--- src/logic/tr_defines.svh ---
// timing counts, command codes, field positions and reset values of the thermal result registers
`ifndef TR_DEFINES_SVH
`define TR_DEFINES_SVH

// clock rate in kHz, so one millisecond is this many cycles
`define TR_CLK_KHZ        25000

// conversion intervals and channel conversion times, in ms
`define TR_RATE0_MS       66
`define TR_RATE1_MS       200
`define TR_RATE2_MS       1000
`define TR_RATE3_MS       3000
`define TR_LOCAL_CONV_MS  14
`define TR_REMOTE_CONV_MS 26

// command codes
`define TR_CMD_STATUS     8'h02
`define TR_CMD_CONFIG     8'h03
`define TR_CMD_ONE_SHOT   8'h0F
`define TR_CMD_LOCAL_HI   8'h10
`define TR_CMD_REM1_HI    8'h11
`define TR_CMD_REM2_HI    8'h12
`define TR_CMD_LOCAL_LO   8'h20
`define TR_CMD_REM1_LO    8'h21
`define TR_CMD_REM2_LO    8'h22
`define TR_CMD_MAKER_ID   8'hFE
`define TR_CMD_DIE_REV    8'hFF

// configuration fields
`define TR_CFG_HALT_BIT   6
`define TR_CFG_RATE_HI    5
`define TR_CFG_RATE_LO    4
`define TR_CFG_FMT2_BIT   2
`define TR_CFG_FMT1_BIT   1
`define TR_CFG_WR_MASK    8'h76
`define TR_CFG_RESET      8'h00

// status fields
`define TR_STAT_BUSY_BIT  7

// interval timer start value, forces a first cycle right after reset
`define TR_IVAL_RESET     12'hFFF

`endif

--- src/logic/tr_pkg.sv ---
// types shared by the thermal result register logic
package tr_pkg;

  typedef enum logic [3:0] {
    TR_IDLE   = 4'b0001,
    TR_LOCAL  = 4'b0010,
    TR_REMOTE1 = 4'b0100,
    TR_REMOTE2 = 4'b1000
  } tr_state_t;

  typedef logic [11:0] tr_ms_t;

endpackage

--- src/logic/tr_ms_tick.sv ---
// millisecond enable divider with synchronous restart
`timescale 1ns/1ns
module tr_ms_tick #(
  parameter int unsigned DIV = 25000
) (
  input  wire logic ref_clk,
  input  wire logic rst_n,
  input  wire logic restart,
  output logic      tick
);

  localparam int unsigned CW = (DIV > 1) ? $clog2(DIV) : 1;
  localparam logic [CW-1:0] LAST = CW'(DIV - 1);

  logic [CW-1:0] cnt_q;
  logic          wrap;

  assign wrap = (cnt_q == LAST);

  always_ff @(posedge ref_clk or negedge rst_n) begin
    if (!rst_n) begin
      cnt_q <= '0;
      tick  <= 1'b0;
    end else begin
      // restart aligns the first ms of a cycle to its start
      cnt_q <= (restart || wrap) ? '0 : cnt_q + 1'b1;
      tick  <= wrap && !restart;
    end
  end

endmodule

--- src/logic/tr_result_regs.sv ---
// configuration, conversion sequencing and result registers of the thermal sensor
//
// Function
// - configuration register read/write at 03h
// - config bits 7, 3, 0 read zero
// - halt bit stops periodic conversions, standby
// - one-shot write in standby starts cycle
// - rate field picks 66ms/200ms/1s/3s interval
// - remote takes 26 ms, local 14 ms
// - format bits pick unsigned or signed remote
// - configuration resets to all zeros
// - remote high bytes hold whole degrees
// - remote low byte: three fraction bits
// - high read freezes that channel's low byte
// - low byte read releases the freeze
// - each high read recaptures low byte
// - FEh returns fixed maker identity byte
// - FFh returns die revision code
// - one-shot location stores nothing, reads zero
// - every cycle converts all three channels
// - status bit 7 shows conversion busy
// - unused low-byte bits read zero
`timescale 1ns/1ns
`include "tr_defines.svh"
module tr_result_regs
  import tr_pkg::*;
#(
  parameter int unsigned MS_CYCLES = `TR_CLK_KHZ,
  // arbitrary identity values
  parameter logic [7:0]  MAKER_ID  = 8'h5A,
  parameter logic [7:0]  DIE_REV   = 8'h03
) (
  input  wire logic        ref_clk,
  input  wire logic        rst_n,
  input  wire logic [7:0]  reg_addr,
  input  wire logic        reg_wr,
  input  wire logic [7:0]  reg_wdata,
  input  wire logic        reg_rd,
  input  wire logic [9:0]  local_code,
  input  wire logic [11:0] remote1_code,
  input  wire logic [11:0] remote2_code,
  output logic [7:0]       reg_rdata_q,
  output logic             conv_busy_q,
  output logic             conv_start_q,
  output logic             standby_q
);

  localparam tr_ms_t LOCAL_MS  = tr_ms_t'(`TR_LOCAL_CONV_MS);
  localparam tr_ms_t REMOTE_MS = tr_ms_t'(`TR_REMOTE_CONV_MS);

  // clamp a 1/8-degree code into the 11-bit register range of the selected format
  function automatic logic [10:0] fmt_remote(input logic [11:0] code, input logic signed_fmt);
    logic [10:0] r;
    r = code[10:0];
    if (signed_fmt) begin
      if (code[11] != code[10]) begin
        r = code[11] ? 11'h400 : 11'h3FF;
      end
    end else if (code[11]) begin
      r = 11'h000;
    end
    return r;
  endfunction

  function automatic tr_ms_t rate_interval(input logic [1:0] rate);
    tr_ms_t r;
    case (rate)
      2'b00:   r = tr_ms_t'(`TR_RATE0_MS);
      2'b01:   r = tr_ms_t'(`TR_RATE1_MS);
      2'b10:   r = tr_ms_t'(`TR_RATE2_MS);
      default: r = tr_ms_t'(`TR_RATE3_MS);
    endcase
    return r;
  endfunction

  logic [7:0]  cfg_q;
  tr_state_t   state_q;
  tr_state_t   state_d;
  tr_ms_t      phase_q;
  tr_ms_t      ival_q;
  logic        oneshot_q;
  logic [9:0]  local_res_q;
  logic [10:0] rem1_res_q;
  logic [10:0] rem2_res_q;
  logic [2:0]  lock_q;
  logic [7:0]  frozen_q [3];

  logic        ms_tick;
  logic        halt;
  logic        idle;
  logic        interval_hit;
  logic        start_cycle;
  tr_ms_t      phase_len;
  logic        phase_done;
  logic        wr_cfg;
  logic        wr_oneshot;
  logic [2:0]  rd_hi;
  logic [2:0]  rd_lo;
  logic [7:0]  live_lo [3];
  logic [7:0]  shown_lo [3];
  logic [7:0]  status_val;
  logic [7:0]  rd_val;

  tr_ms_tick #(
    .DIV (MS_CYCLES)
  ) u_ms_tick (
    .ref_clk (ref_clk),
    .rst_n   (rst_n),
    .restart (start_cycle),
    .tick    (ms_tick)
  );

  assign halt = cfg_q[`TR_CFG_HALT_BIT];
  assign idle = (state_q == TR_IDLE);

  // ---- register port decode ----
  assign wr_cfg     = reg_wr && (reg_addr == `TR_CMD_CONFIG);
  assign wr_oneshot = reg_wr && (reg_addr == `TR_CMD_ONE_SHOT);
  assign rd_hi      = {reg_rd && (reg_addr == `TR_CMD_REM2_HI),
                       reg_rd && (reg_addr == `TR_CMD_REM1_HI),
                       reg_rd && (reg_addr == `TR_CMD_LOCAL_HI)};
  assign rd_lo      = {reg_rd && (reg_addr == `TR_CMD_REM2_LO),
                       reg_rd && (reg_addr == `TR_CMD_REM1_LO),
                       reg_rd && (reg_addr == `TR_CMD_LOCAL_LO)};

  // ---- sequencing ----
  // interval from rate
  assign interval_hit = (ival_q >= rate_interval(cfg_q[`TR_CFG_RATE_HI:`TR_CFG_RATE_LO]));
  assign start_cycle  = idle && (halt ? oneshot_q : interval_hit);
  assign phase_len    = (state_q == TR_LOCAL) ? LOCAL_MS : REMOTE_MS;
  assign phase_done   = !idle && ms_tick && (phase_q == phase_len - 1'b1);

  always_comb begin
    state_d = state_q;
    case (state_q)
      TR_IDLE: begin
        if (start_cycle) begin
          state_d = TR_LOCAL;
        end
      end
      TR_LOCAL: begin
        if (phase_done) begin
          state_d = TR_REMOTE1;
        end
      end
      TR_REMOTE1: begin
        if (phase_done) begin
          state_d = TR_REMOTE2;
        end
      end
      TR_REMOTE2: begin
        // back to idle after one cycle
        if (phase_done) begin
          state_d = TR_IDLE;
        end
      end
      default: begin
        state_d = TR_IDLE;
      end
    endcase
  end

  always_ff @(posedge ref_clk or negedge rst_n) begin
    if (!rst_n) begin
      state_q <= TR_IDLE;
      phase_q <= '0;
    end else begin
      state_q <= state_d;
      phase_q <= (start_cycle || phase_done) ? '0 : phase_q + tr_ms_t'(ms_tick);
    end
  end

  always_ff @(posedge ref_clk or negedge rst_n) begin
    if (!rst_n) begin
      ival_q <= `TR_IVAL_RESET;
    end else if (start_cycle) begin
      ival_q <= '0;
    end else if (ms_tick && (ival_q != `TR_IVAL_RESET)) begin
      ival_q <= ival_q + 1'b1;
    end
  end

  // a one-shot written mid-cycle waits for idle rather than being lost
  always_ff @(posedge ref_clk or negedge rst_n) begin
    if (!rst_n) begin
      oneshot_q <= 1'b0;
    end else if (wr_oneshot && halt) begin
      oneshot_q <= 1'b1;
    end else if (start_cycle || !halt) begin
      oneshot_q <= 1'b0;
    end
  end

  // ---- configuration ----
  always_ff @(posedge ref_clk or negedge rst_n) begin
    if (!rst_n) begin
      cfg_q <= `TR_CFG_RESET;
    end else if (wr_cfg) begin
      cfg_q <= reg_wdata & `TR_CFG_WR_MASK;
    end
  end

  // ---- results ----
  always_ff @(posedge ref_clk or negedge rst_n) begin
    if (!rst_n) begin
      local_res_q <= '0;
      rem1_res_q  <= '0;
      rem2_res_q  <= '0;
    end else if (phase_done) begin
      if (state_q == TR_LOCAL) begin
        local_res_q <= local_code;
      end
      if (state_q == TR_REMOTE1) begin
        rem1_res_q <= fmt_remote(remote1_code, cfg_q[`TR_CFG_FMT1_BIT]);
      end
      if (state_q == TR_REMOTE2) begin
        rem2_res_q <= fmt_remote(remote2_code, cfg_q[`TR_CFG_FMT2_BIT]);
      end
    end
  end

  assign live_lo[0] = {local_res_q[1:0], 6'h00};
  assign live_lo[1] = {rem1_res_q[2:0], 5'h00};
  assign live_lo[2] = {rem2_res_q[2:0], 5'h00};

  // ---- coherent high/low pairs ----
  always_ff @(posedge ref_clk or negedge rst_n) begin
    if (!rst_n) begin
      lock_q <= '0;
      for (int i = 0; i < 3; i++) begin
        frozen_q[i] <= 8'h00;
      end
    end else begin
      for (int i = 0; i < 3; i++) begin
        if (rd_hi[i]) begin
          lock_q[i]   <= 1'b1;
          frozen_q[i] <= live_lo[i];
        end else if (rd_lo[i]) begin
          lock_q[i] <= 1'b0;
        end
      end
    end
  end

  for (genvar g = 0; g < 3; g++) begin : g_shown
    assign shown_lo[g] = lock_q[g] ? frozen_q[g] : live_lo[g];
  end

  assign status_val = {!idle, 7'h00};

  assign rd_val =
    (reg_addr == `TR_CMD_STATUS)   ? status_val            :
    (reg_addr == `TR_CMD_CONFIG)   ? cfg_q                 :
    (reg_addr == `TR_CMD_LOCAL_HI) ? local_res_q[9:2]      :
    (reg_addr == `TR_CMD_REM1_HI)  ? rem1_res_q[10:3]      :
    (reg_addr == `TR_CMD_REM2_HI)  ? rem2_res_q[10:3]      :
    (reg_addr == `TR_CMD_LOCAL_LO) ? shown_lo[0]           :
    (reg_addr == `TR_CMD_REM1_LO)  ? shown_lo[1]           :
    (reg_addr == `TR_CMD_REM2_LO)  ? shown_lo[2]           :
    (reg_addr == `TR_CMD_MAKER_ID) ? MAKER_ID              :
    (reg_addr == `TR_CMD_DIE_REV)  ? DIE_REV               :
                                     8'h00;

  // ---- outputs ----
  always_ff @(posedge ref_clk or negedge rst_n) begin
    if (!rst_n) begin
      reg_rdata_q  <= 8'h00;
      conv_busy_q  <= 1'b0;
      conv_start_q <= 1'b0;
      standby_q    <= 1'b0;
    end else begin
      if (reg_rd) begin
        reg_rdata_q <= rd_val;
      end
      conv_busy_q  <= (state_d != TR_IDLE);
      conv_start_q <= start_cycle;
      standby_q    <= (wr_cfg ? reg_wdata[`TR_CFG_HALT_BIT] : halt);
    end
  end

endmodule
--- config.mk ---
export PLATFORM = sky130hd
export DESIGN_NAME = tr_result_regs
export DESIGN_NICKNAME = d
export VERILOG_FILES = /design/src/logic/tr_pkg.sv /design/src/logic/tr_ms_tick.sv /design/src/logic/tr_result_regs.sv
export VERILOG_INCLUDE_DIRS = /design/src /design/src/logic
export SDC_FILE = /design/constraint.sdc
export NUM_CORES = 1
export LEC_CHECK = 0
export BUFFER_PORTS_ARGS = -buffer_cell sky130_fd_sc_hd__buf_4
export CORE_ASPECT_RATIO = 2
export CORE_MARGIN = 4
export CORE_UTILIZATION = 45
export DETAILED_ROUTE_END_ITERATION = 8
export HOLD_SLACK_MARGIN = 0.1
export PLACE_DENSITY = 0.7
export SETUP_SLACK_MARGIN = 0.05
export SLEW_MARGIN = 20
export SYNTH_ARGS = -nofsm -noshare
export SYNTH_HDL_FRONTEND = slang
export SYNTH_SLANG_ARGS = --single-unit
export TNS_END_PERCENT = 100
--- constraint.sdc ---
create_clock -name ref_clk -period 3.5 [get_ports ref_clk]
set_input_delay 0.35 -clock ref_clk [delete_from_list [all_inputs] [get_ports ref_clk]]
set_output_delay 0.35 -clock ref_clk [all_outputs]
set_load 0.01 [all_outputs]
==> results.md, run 1 <==
- Status: complete, no violations
- Reg-to-reg endpoint: phase_q[2]$_DFF_PN0_
- Cell Area, Placed: 0.006312 mm^2
- Num ports: between 60 and 70
- Final hold viol count: 0
- Crit end category: flop
- Register area share after synthesis: 0.4604
- Clock insertion delay at the later pin of the skew report: 0.34 ns
- Die Ht: between 150 and 200 um
- Clock Skew: between 0.006 and 0.007 ns
- Routability congestion estimate: 0.9459
- Worst-case reg-to-reg path depth: 5
- Commonest cells post-synth: dfrtp_1, nand2_1, nor3_1
- Fin nets: 702
- Synth unique cells: 56
- Fmax: between 300 and 400 MHz
- Largest area contributor in the netlist: dfrtp_1
- MaxCap Viol Count: 0
- Total CTS buffers: 9
- Layout cells sized above 1: 0.2100
- Post-Synthesis Cells: 578
- Clock Tree Root: clkbuf_16
- Setup tns final: 0 ns
- Synth-to-layout area growth: 16.52%
- Die Area: 0.01461 mm^2
- Lkg Pwr: 2.945 nW
- Initial antenna violation count: 0
- Synth area leaders: dfrtp_1, dfstp_2, mux2_2
- Grt ovf: 0
- Vias per Instance: 5.944
- Most frequent cell after synthesis: dfrtp_1
- Routed via count: 4666
- First-pass DRT Iterations: 4
- Unrepaired setup endpoints after global routing: false
- Top-area cell type share of the netlist area: 0.4004
- Pin count of the biggest net entering global routing: 65
- Iteration-0 DRC count of the detailed router: 214
- Synth Register Bits: 104
- Synth warn: 0
- Clock Sinks: 104
- Number of synthesized flops with an enable pin: 0
- Final ANT Viol Nets: 0
- H-tree Lvls: 3
- Power Dens Cells: 403.8 mW/mm^2
- WS Path Type: reg2reg
- Max-slew violations: 0
- Syn_nets: 647
- Post-layout min period: 2.511 ns
- Post-Syn Area per Cell: 9.841 um^2
- Die Wd: 87.50 um
- Mapped cell area: 0.005688 mm^2
- Routed WL: between 10000 and 15000 um
- Vias in the first global route: 4808
- Crit start category: flop
- Ys flop type: dfrtp_1
- # setup viols final: 0
- Post-route cell area: 0.006628 mm^2
- ANT cells: 0
- Max_slew headroom: 0.4680
- Post-CTS setup buffers: 0
- Hold buffers post-CTS: 0
- Routed len/inst: 17.84 um
- Worst-margin pin slew: 0.7980 ns
- First-pass GRT wire length: approximately 23000 um
- Cts repair resizes: 0
- Critical path required time: roughly 3.7 ns
- CTS tree: built
- Buffers added on ports: ~60
- Worst-path clk slew: about 0.070 ns
- Post-detail-place hpwl: 10690 um
- Initial Util: 0.4637
- Gr usage total: 0.1983
- FF-to-FF Start: state_q[0]$_DFF_PN1_
- Critical path endpoint: phase_q[2]$_DFF_PN0_
- Residual DRC: 0
- Core Footprint: between 0.01 and 0.015 mm^2
- Critical path fanouts, max: 29
- Final period utilization: 0.7173
- HP Class: in2async
- CP startpoint: state_q[0]$_DFF_PN1_
- Crit path DAT: 2.71 ns
- Peak supply drop: 0.3015 mV
- # rows: 57
- Ys async rst share: 1.000
- Reg2reg setup slack: between 0.9 and 1 ns
- Max Buffers Root-to-Sink: 2
- Hold_ws: 0.07743 ns
-- critical path, cell delays in order, from the launching register on --
cell and delay, ns:
dfstp_2 0.60, nor4b_1 0.38, o21ai_0 0.39, a211oi_4 0.65, buf_12 0.26, nor3_1 0.08
-- per-stage QoR --
step | instances | util | power, mW | setup WS (ns)
finish | 785 | 0.5403 | 2.676 | 0.9893
global route | 785 | 0.5403 | 2.806 | 0.7484
CTS | 785 | 0.5403 | 2.700 | 0.9205
detailed placement | 769 | 0.5146 | 1.655 | 0.9237
global placement | 769 | 0.5146 | 1.633 | 0.9769
floorplan | 578 | - | 1.508 | 1.402
-- area by class of cell --
type                    instances  area [um^2]
clock buffers                  10        239.0
multi-input cells             432         2919
well taps                     147        183.9
inverters                      18        67.56
flip-flops and latches        104         2619
fillers                      1137         5639
repair buffers                 68        523.0
clock inverters                 6        76.32
-- metal layers --
layer,routed length (um),part of all wire,vias to the layer above,global-route usage
met5,0,0,-,0
met1,4853,0.35,2278,0.2037
met4,727,0.052,0,0.1049
met3,577,0.041,44,0.03164
met2,7842,0.56,126,0.3673
li1,-,-,2218,-
-- state kept, by name (all words and copies together), names as in the netlist --
name	count
oneshot_q	1
u_ms_tick.tick	1
phase_q	12
reg_rdata_q	8
standby_q	1
state_q	4
lock_q	3
ival_q	12
u_ms_tick.cnt_q	15
conv_start_q	1
cfg_q	5
local_res_q	10
frozen_q	8
conv_busy_q	1
rem1_res_q	11
rem2_res_q	11
-- cell usage in the layout (no fill, tap or decap), types with 4 or more instances in the layout --
| master | count |
|---|---|
| mux2_1 | 9 |
| xnor2_1 | 9 |
| nor4b_1 | 9 |
| a2bb2oi_1 | 7 |
| dfrtp_1 | 91 |
| clkbuf_16 | 9 |
| xor2_1 | 23 |
| buf_4 | 67 |
| nor3_1 | 51 |
| o21ai_0 | 29 |
| and2_1 | 6 |
| nor2b_1 | 10 |
| nand2_1 | 54 |
| mux2i_1 | 15 |
| inv_1 | 16 |
| ha_1 | 15 |
| and3_1 | 6 |
| nand4_1 | 17 |
| mux2_2 | 28 |
| and4_1 | 5 |
| nand3_1 | 21 |
| a22oi_1 | 5 |
| a21oi_1 | 28 |
| nor2_1 | 32 |
| a2111oi_0 | 4 |
| a31oi_1 | 4 |
| dfstp_2 | 13 |
-- worst min path at each step --
stage / cells after the start / from / to
2_1_floorplan: 0 / rst_n / cfg_q[1]$_DFFE_PN0P_
3_3_place_gp: 1 / u_ms_tick.cnt_q[0]$_DFF_PN0_ / u_ms_tick.cnt_q[0]$_DFF_PN0_
3_5_place_dp: 1 / rst_n / rem1_res_q[7]$_DFFE_PN0P_
4_1_cts: 1 / rst_n / rem1_res_q[7]$_DFFE_PN0P_
5_1_grt: 1 / rst_n / rem1_res_q[7]$_DFFE_PN0P_
6_report: 1 / rst_n / rem1_res_q[7]$_DFFE_PN0P_
-- power by group --
group          internal, mW  switching, mW  total [mW]
clock network         0.586          0.461        1.05
logic                 0.144          0.169       0.313
registers              1.26         0.0608        1.32
total                  1.98          0.691        2.68
-- logic make-up (layout without fill, tap and decap cells) --
family | Yosys count | in the layout | share of synthesized area
compound gates | 101 | 101 | 0.1120
fa+ha+maj | 15 | 15 | 0.03300
simple gates | 232 | 232 | 0.2162
xor+xnor | 32 | 32 | 0.04927
mux | 52 | 52 | 0.09965
flops | 104 | 104 | 0.4604
buf+inv | 42 | 102 | 0.02948
(Power assumes the default switching activity.)
==> run 2: changes to the inputs <==
==> constraint.sdc (replaced) <==
create_clock -name ref_clk -period 2.6 [get_ports ref_clk]
set_input_delay 0.26 -clock ref_clk [delete_from_list [all_inputs] [get_ports ref_clk]]
set_output_delay 0.26 -clock ref_clk [all_outputs]
set_load 0.01 [all_outputs]
==> run 2 against run 1 <==
Against the previous run:
- routed wire length barely moved
- sequential power rose by 34%
- non-clock buffer count rose by 9
- cell count rose by 1.1%
- setup slack got worse by 0.67 ns
- fmax rose by 10%
- core utilization rose by 0.42 points
- first-iteration DRC count fell by 15%
- count of clock-buffer cells in the layout did not move
- combinational power rose by 36%
- global-route usage barely moved
- critical path type unchanged
- critical endpoint is now phase_q[3]$_DFF_PN0_
- largest cell class unchanged
- highest routed layer unchanged
==> results.md, run 2 (synthesis results as in run 1) <==
- Status: complete, no violations
- Sequential Power Share: 0.500 (+0.008)
- Crit path DAT: 2.51 ns (-0.20 ns)
- Fin nets: 711 (+1.3%)
- Synth-to-layout area growth: 17.42%
- Place WS: 0.3234 ns (-0.6003 ns)
- Routed via count: 4593 (-1.6%)
- Die Wd: 87.50 um (unchanged)
- CTS tree: built
- Clock Tree Root: clkbuf_16
- Setup tns final: 0 ns (unchanged)
- H-tree Lvls: 3 (unchanged)
- Lkg Pwr: 2.987 nW (+1.4%)
- Hold_ws: 0.1353 ns (+0.05784 ns)
- Clock Sinks: 104 (unchanged)
- Top Registers: u_ms_tick.cnt_q x15, ival_q x12, phase_q x12
- Largest register FFs: 15 (unchanged)
- Vias per Instance: 5.785 (-2.7%)
- Logic gate share of total power: 0.120 (+0.003)
- Clock power frac: 0.380 (-0.011)
- Crit end category: flop
- Internal Pwr Total: 2.593 mW (+31%)
- Fillers: 1116 (-1.8%)
- Die Ht: 167.0 um (unchanged)
- Initial antenna violation count: 0 (unchanged)
- ANT cells: 0 (unchanged)
- Post-CTS setup buffers: 0 (unchanged)
- Grt ovf: 0 (unchanged)
- Vias in the first global route: 4693 (-2.4%)
- Iteration-0 DRC count of the detailed router: 181 (-15%)
- Leading cell type in the layout, fill and taps excluded: dfrtp_1
- Critical-path cell list: nor4b_1 -> o21ai_0 -> a211oi_4 -> buf_4 -> nor3_1
- # setup viols final: 0 (unchanged)
- Core Footprint: 0.01227 mm^2 (unchanged)
- Hold buffers post-CTS: 1 (+1)
- Post-detail-place hpwl: 10790 um (+0.97%)
- Routed WL: 14010 um (about the same)
- Largest stage delay, worst path: 0.60 ns (-0.05 ns)
- Num ports: 65 (unchanged)
- Max-slew violations: 0 (unchanged)
- Routability congestion estimate: 0.9344 (-1.2%)
- Worst-margin pin slew: 0.7625 ns (-0.03550 ns)
- Final period utilization: 0.8765 (+0.1592)
- Max Buffers Root-to-Sink: 2 (unchanged)
- First-pass DRT Iterations: 4 (unchanged)
- Critical path required time: 2.83 ns (-0.87 ns)
- First-pass GRT wire length: 22940 um (-0.54%)
- P_sw: 950.9 uW (+38%)
- Final ANT Viol Nets: 0 (unchanged)
- Final hold viol count: 0 (unchanged)
- Buffers added on ports: 61 (unchanged)
- Register area: 0.002619 mm^2 (unchanged)
- Crit start category: flop
- Total CTS buffers: 9 (unchanged)
- Post-layout min period: 2.279 ns (-0.2317 ns)
- Critical path fanouts, max: 20 (-31%)
- Fmax: 438.8 MHz (+10%)
- Initial Util: 0.4637 (unchanged)
- Crit path max-delay cell type: dfstp_2
- Switching Share: 0.2683 (+0.009951)
- Routed len/inst: 17.64 um (-1.1%)
- Most frequent cells in the layout: dfrtp_1, buf_4, nand2_1
- Clock insertion delay at the later pin of the skew report: 0.35 ns (about the same)
- Layout cells sized above 1: 0.2195 (+0.009443)
- Power Dens Cells: 530.6 mW/mm^2 (+31%)
- # rows: 57 (unchanged)
- WS Path Type: reg2reg
- MaxCap Viol Count: 0 (unchanged)
- HP Class: in2reg
- Die Area: 0.01461 mm^2 (unchanged)
- Unrepaired setup endpoints after global routing: false
- Clock Skew: 0.008466 ns (+0.002052 ns)
- Max_slew headroom: 0.4863 (+0.01830)
- Post-route setup slack: 0.3210 ns (-0.6683 ns)
- Worst-path clk slew: 0.08 ns (about the same)
- Peak supply drop: 0.3620 mV (+20%)
- Multi-input logic area: 0.002919 mm^2 (unchanged)
- Residual DRC: 0 (unchanged)
- Gr usage total: 0.1981 (about the same)
- Pin count of the biggest net entering global routing: 52 (-20%)
- Cts repair resizes: 0 (unchanged)
- Largest Register: u_ms_tick.cnt_q
[run 2: path summary, 6_finish.rpt]
| check | start | end | slack (ns) | cells past startpoint |
|---|---|---|---|---|
| min in group asynchronous | rst_n | rem1_res_q[7]$_DFFE_PN0P_ | 0.46 | 2 |
| min reg2reg | u_ms_tick.cnt_q[0]$_DFF_PN0_ | u_ms_tick.cnt_q[0]$_DFF_PN0_ | 0.49 | 1 |
| max in group asynchronous | rst_n | state_q[0]$_DFF_PN1_ | 1.35 | 3 |
| max reg2reg | state_q[0]$_DFF_PN1_ | phase_q[3]$_DFF_PN0_ | 0.32 | 5 |
| max | state_q[0]$_DFF_PN1_ | phase_q[3]$_DFF_PN0_ | 0.32 | 5 |
| min | reg_wdata[5] | cfg_q[5]$_DFFE_PN0P_ | 0.14 | 2 |
[run 2: power by group through the flow]
stage          clock, mW  combinational [mW]  sequential [mW]
2_1_floorplan          0               0.248             1.78
3_3_place_gp           0               0.415             1.79
3_5_place_dp           0               0.430             1.80
4_1_cts             1.38               0.432             1.77
5_1_grt             1.45               0.481             1.78
6_report            1.35               0.425             1.77
[run 2: final cells by class]
class | instances | share of cell area
clock buffers | 10 | 0.03578
clock inverters | 6 | 0.008617
inverters | 18 | 0.01012
multi-input cells | 432 | 0.4371
flip-flops and latches | 104 | 0.3921
well taps | 147 | 0.02754
repair buffers | 77 | 0.08880
[run 2: per-layer routing]
metal	up-vias	track usage	wire length (um)	part of all wire
met5	-	0	0	0
met4	0	0.08818	516	0.037
met3	31	0.03312	524	0.037
met2	117	0.3706	8015	0.57
met1	2218	0.2070	4951	0.35
li1	2227	-	-	-
[run 2: worst max-delay path: cells and delay by family, from the launching register on]
kind	cells	cell delay, ns
AOI/OAI and AO/OA	2	0.79
DFF	1	0.60
and+or+nand+nor	2	0.47
buffers and inverters	1	0.29
[run 2: stage by stage]
step | util | cell area [um^2] | total power [mW] | std cells
after detailed placement | 0.5195 | 6372 | 2.231 | 777
after global placement | 0.5195 | 6372 | 2.208 | 777
after global routing | 0.5445 | 6679 | 3.712 | 794
final | 0.5445 | 6679 | 3.544 | 794
after floorplan | - | 5688 | 2.030 | 578
after CTS | 0.5445 | 6679 | 3.581 | 794
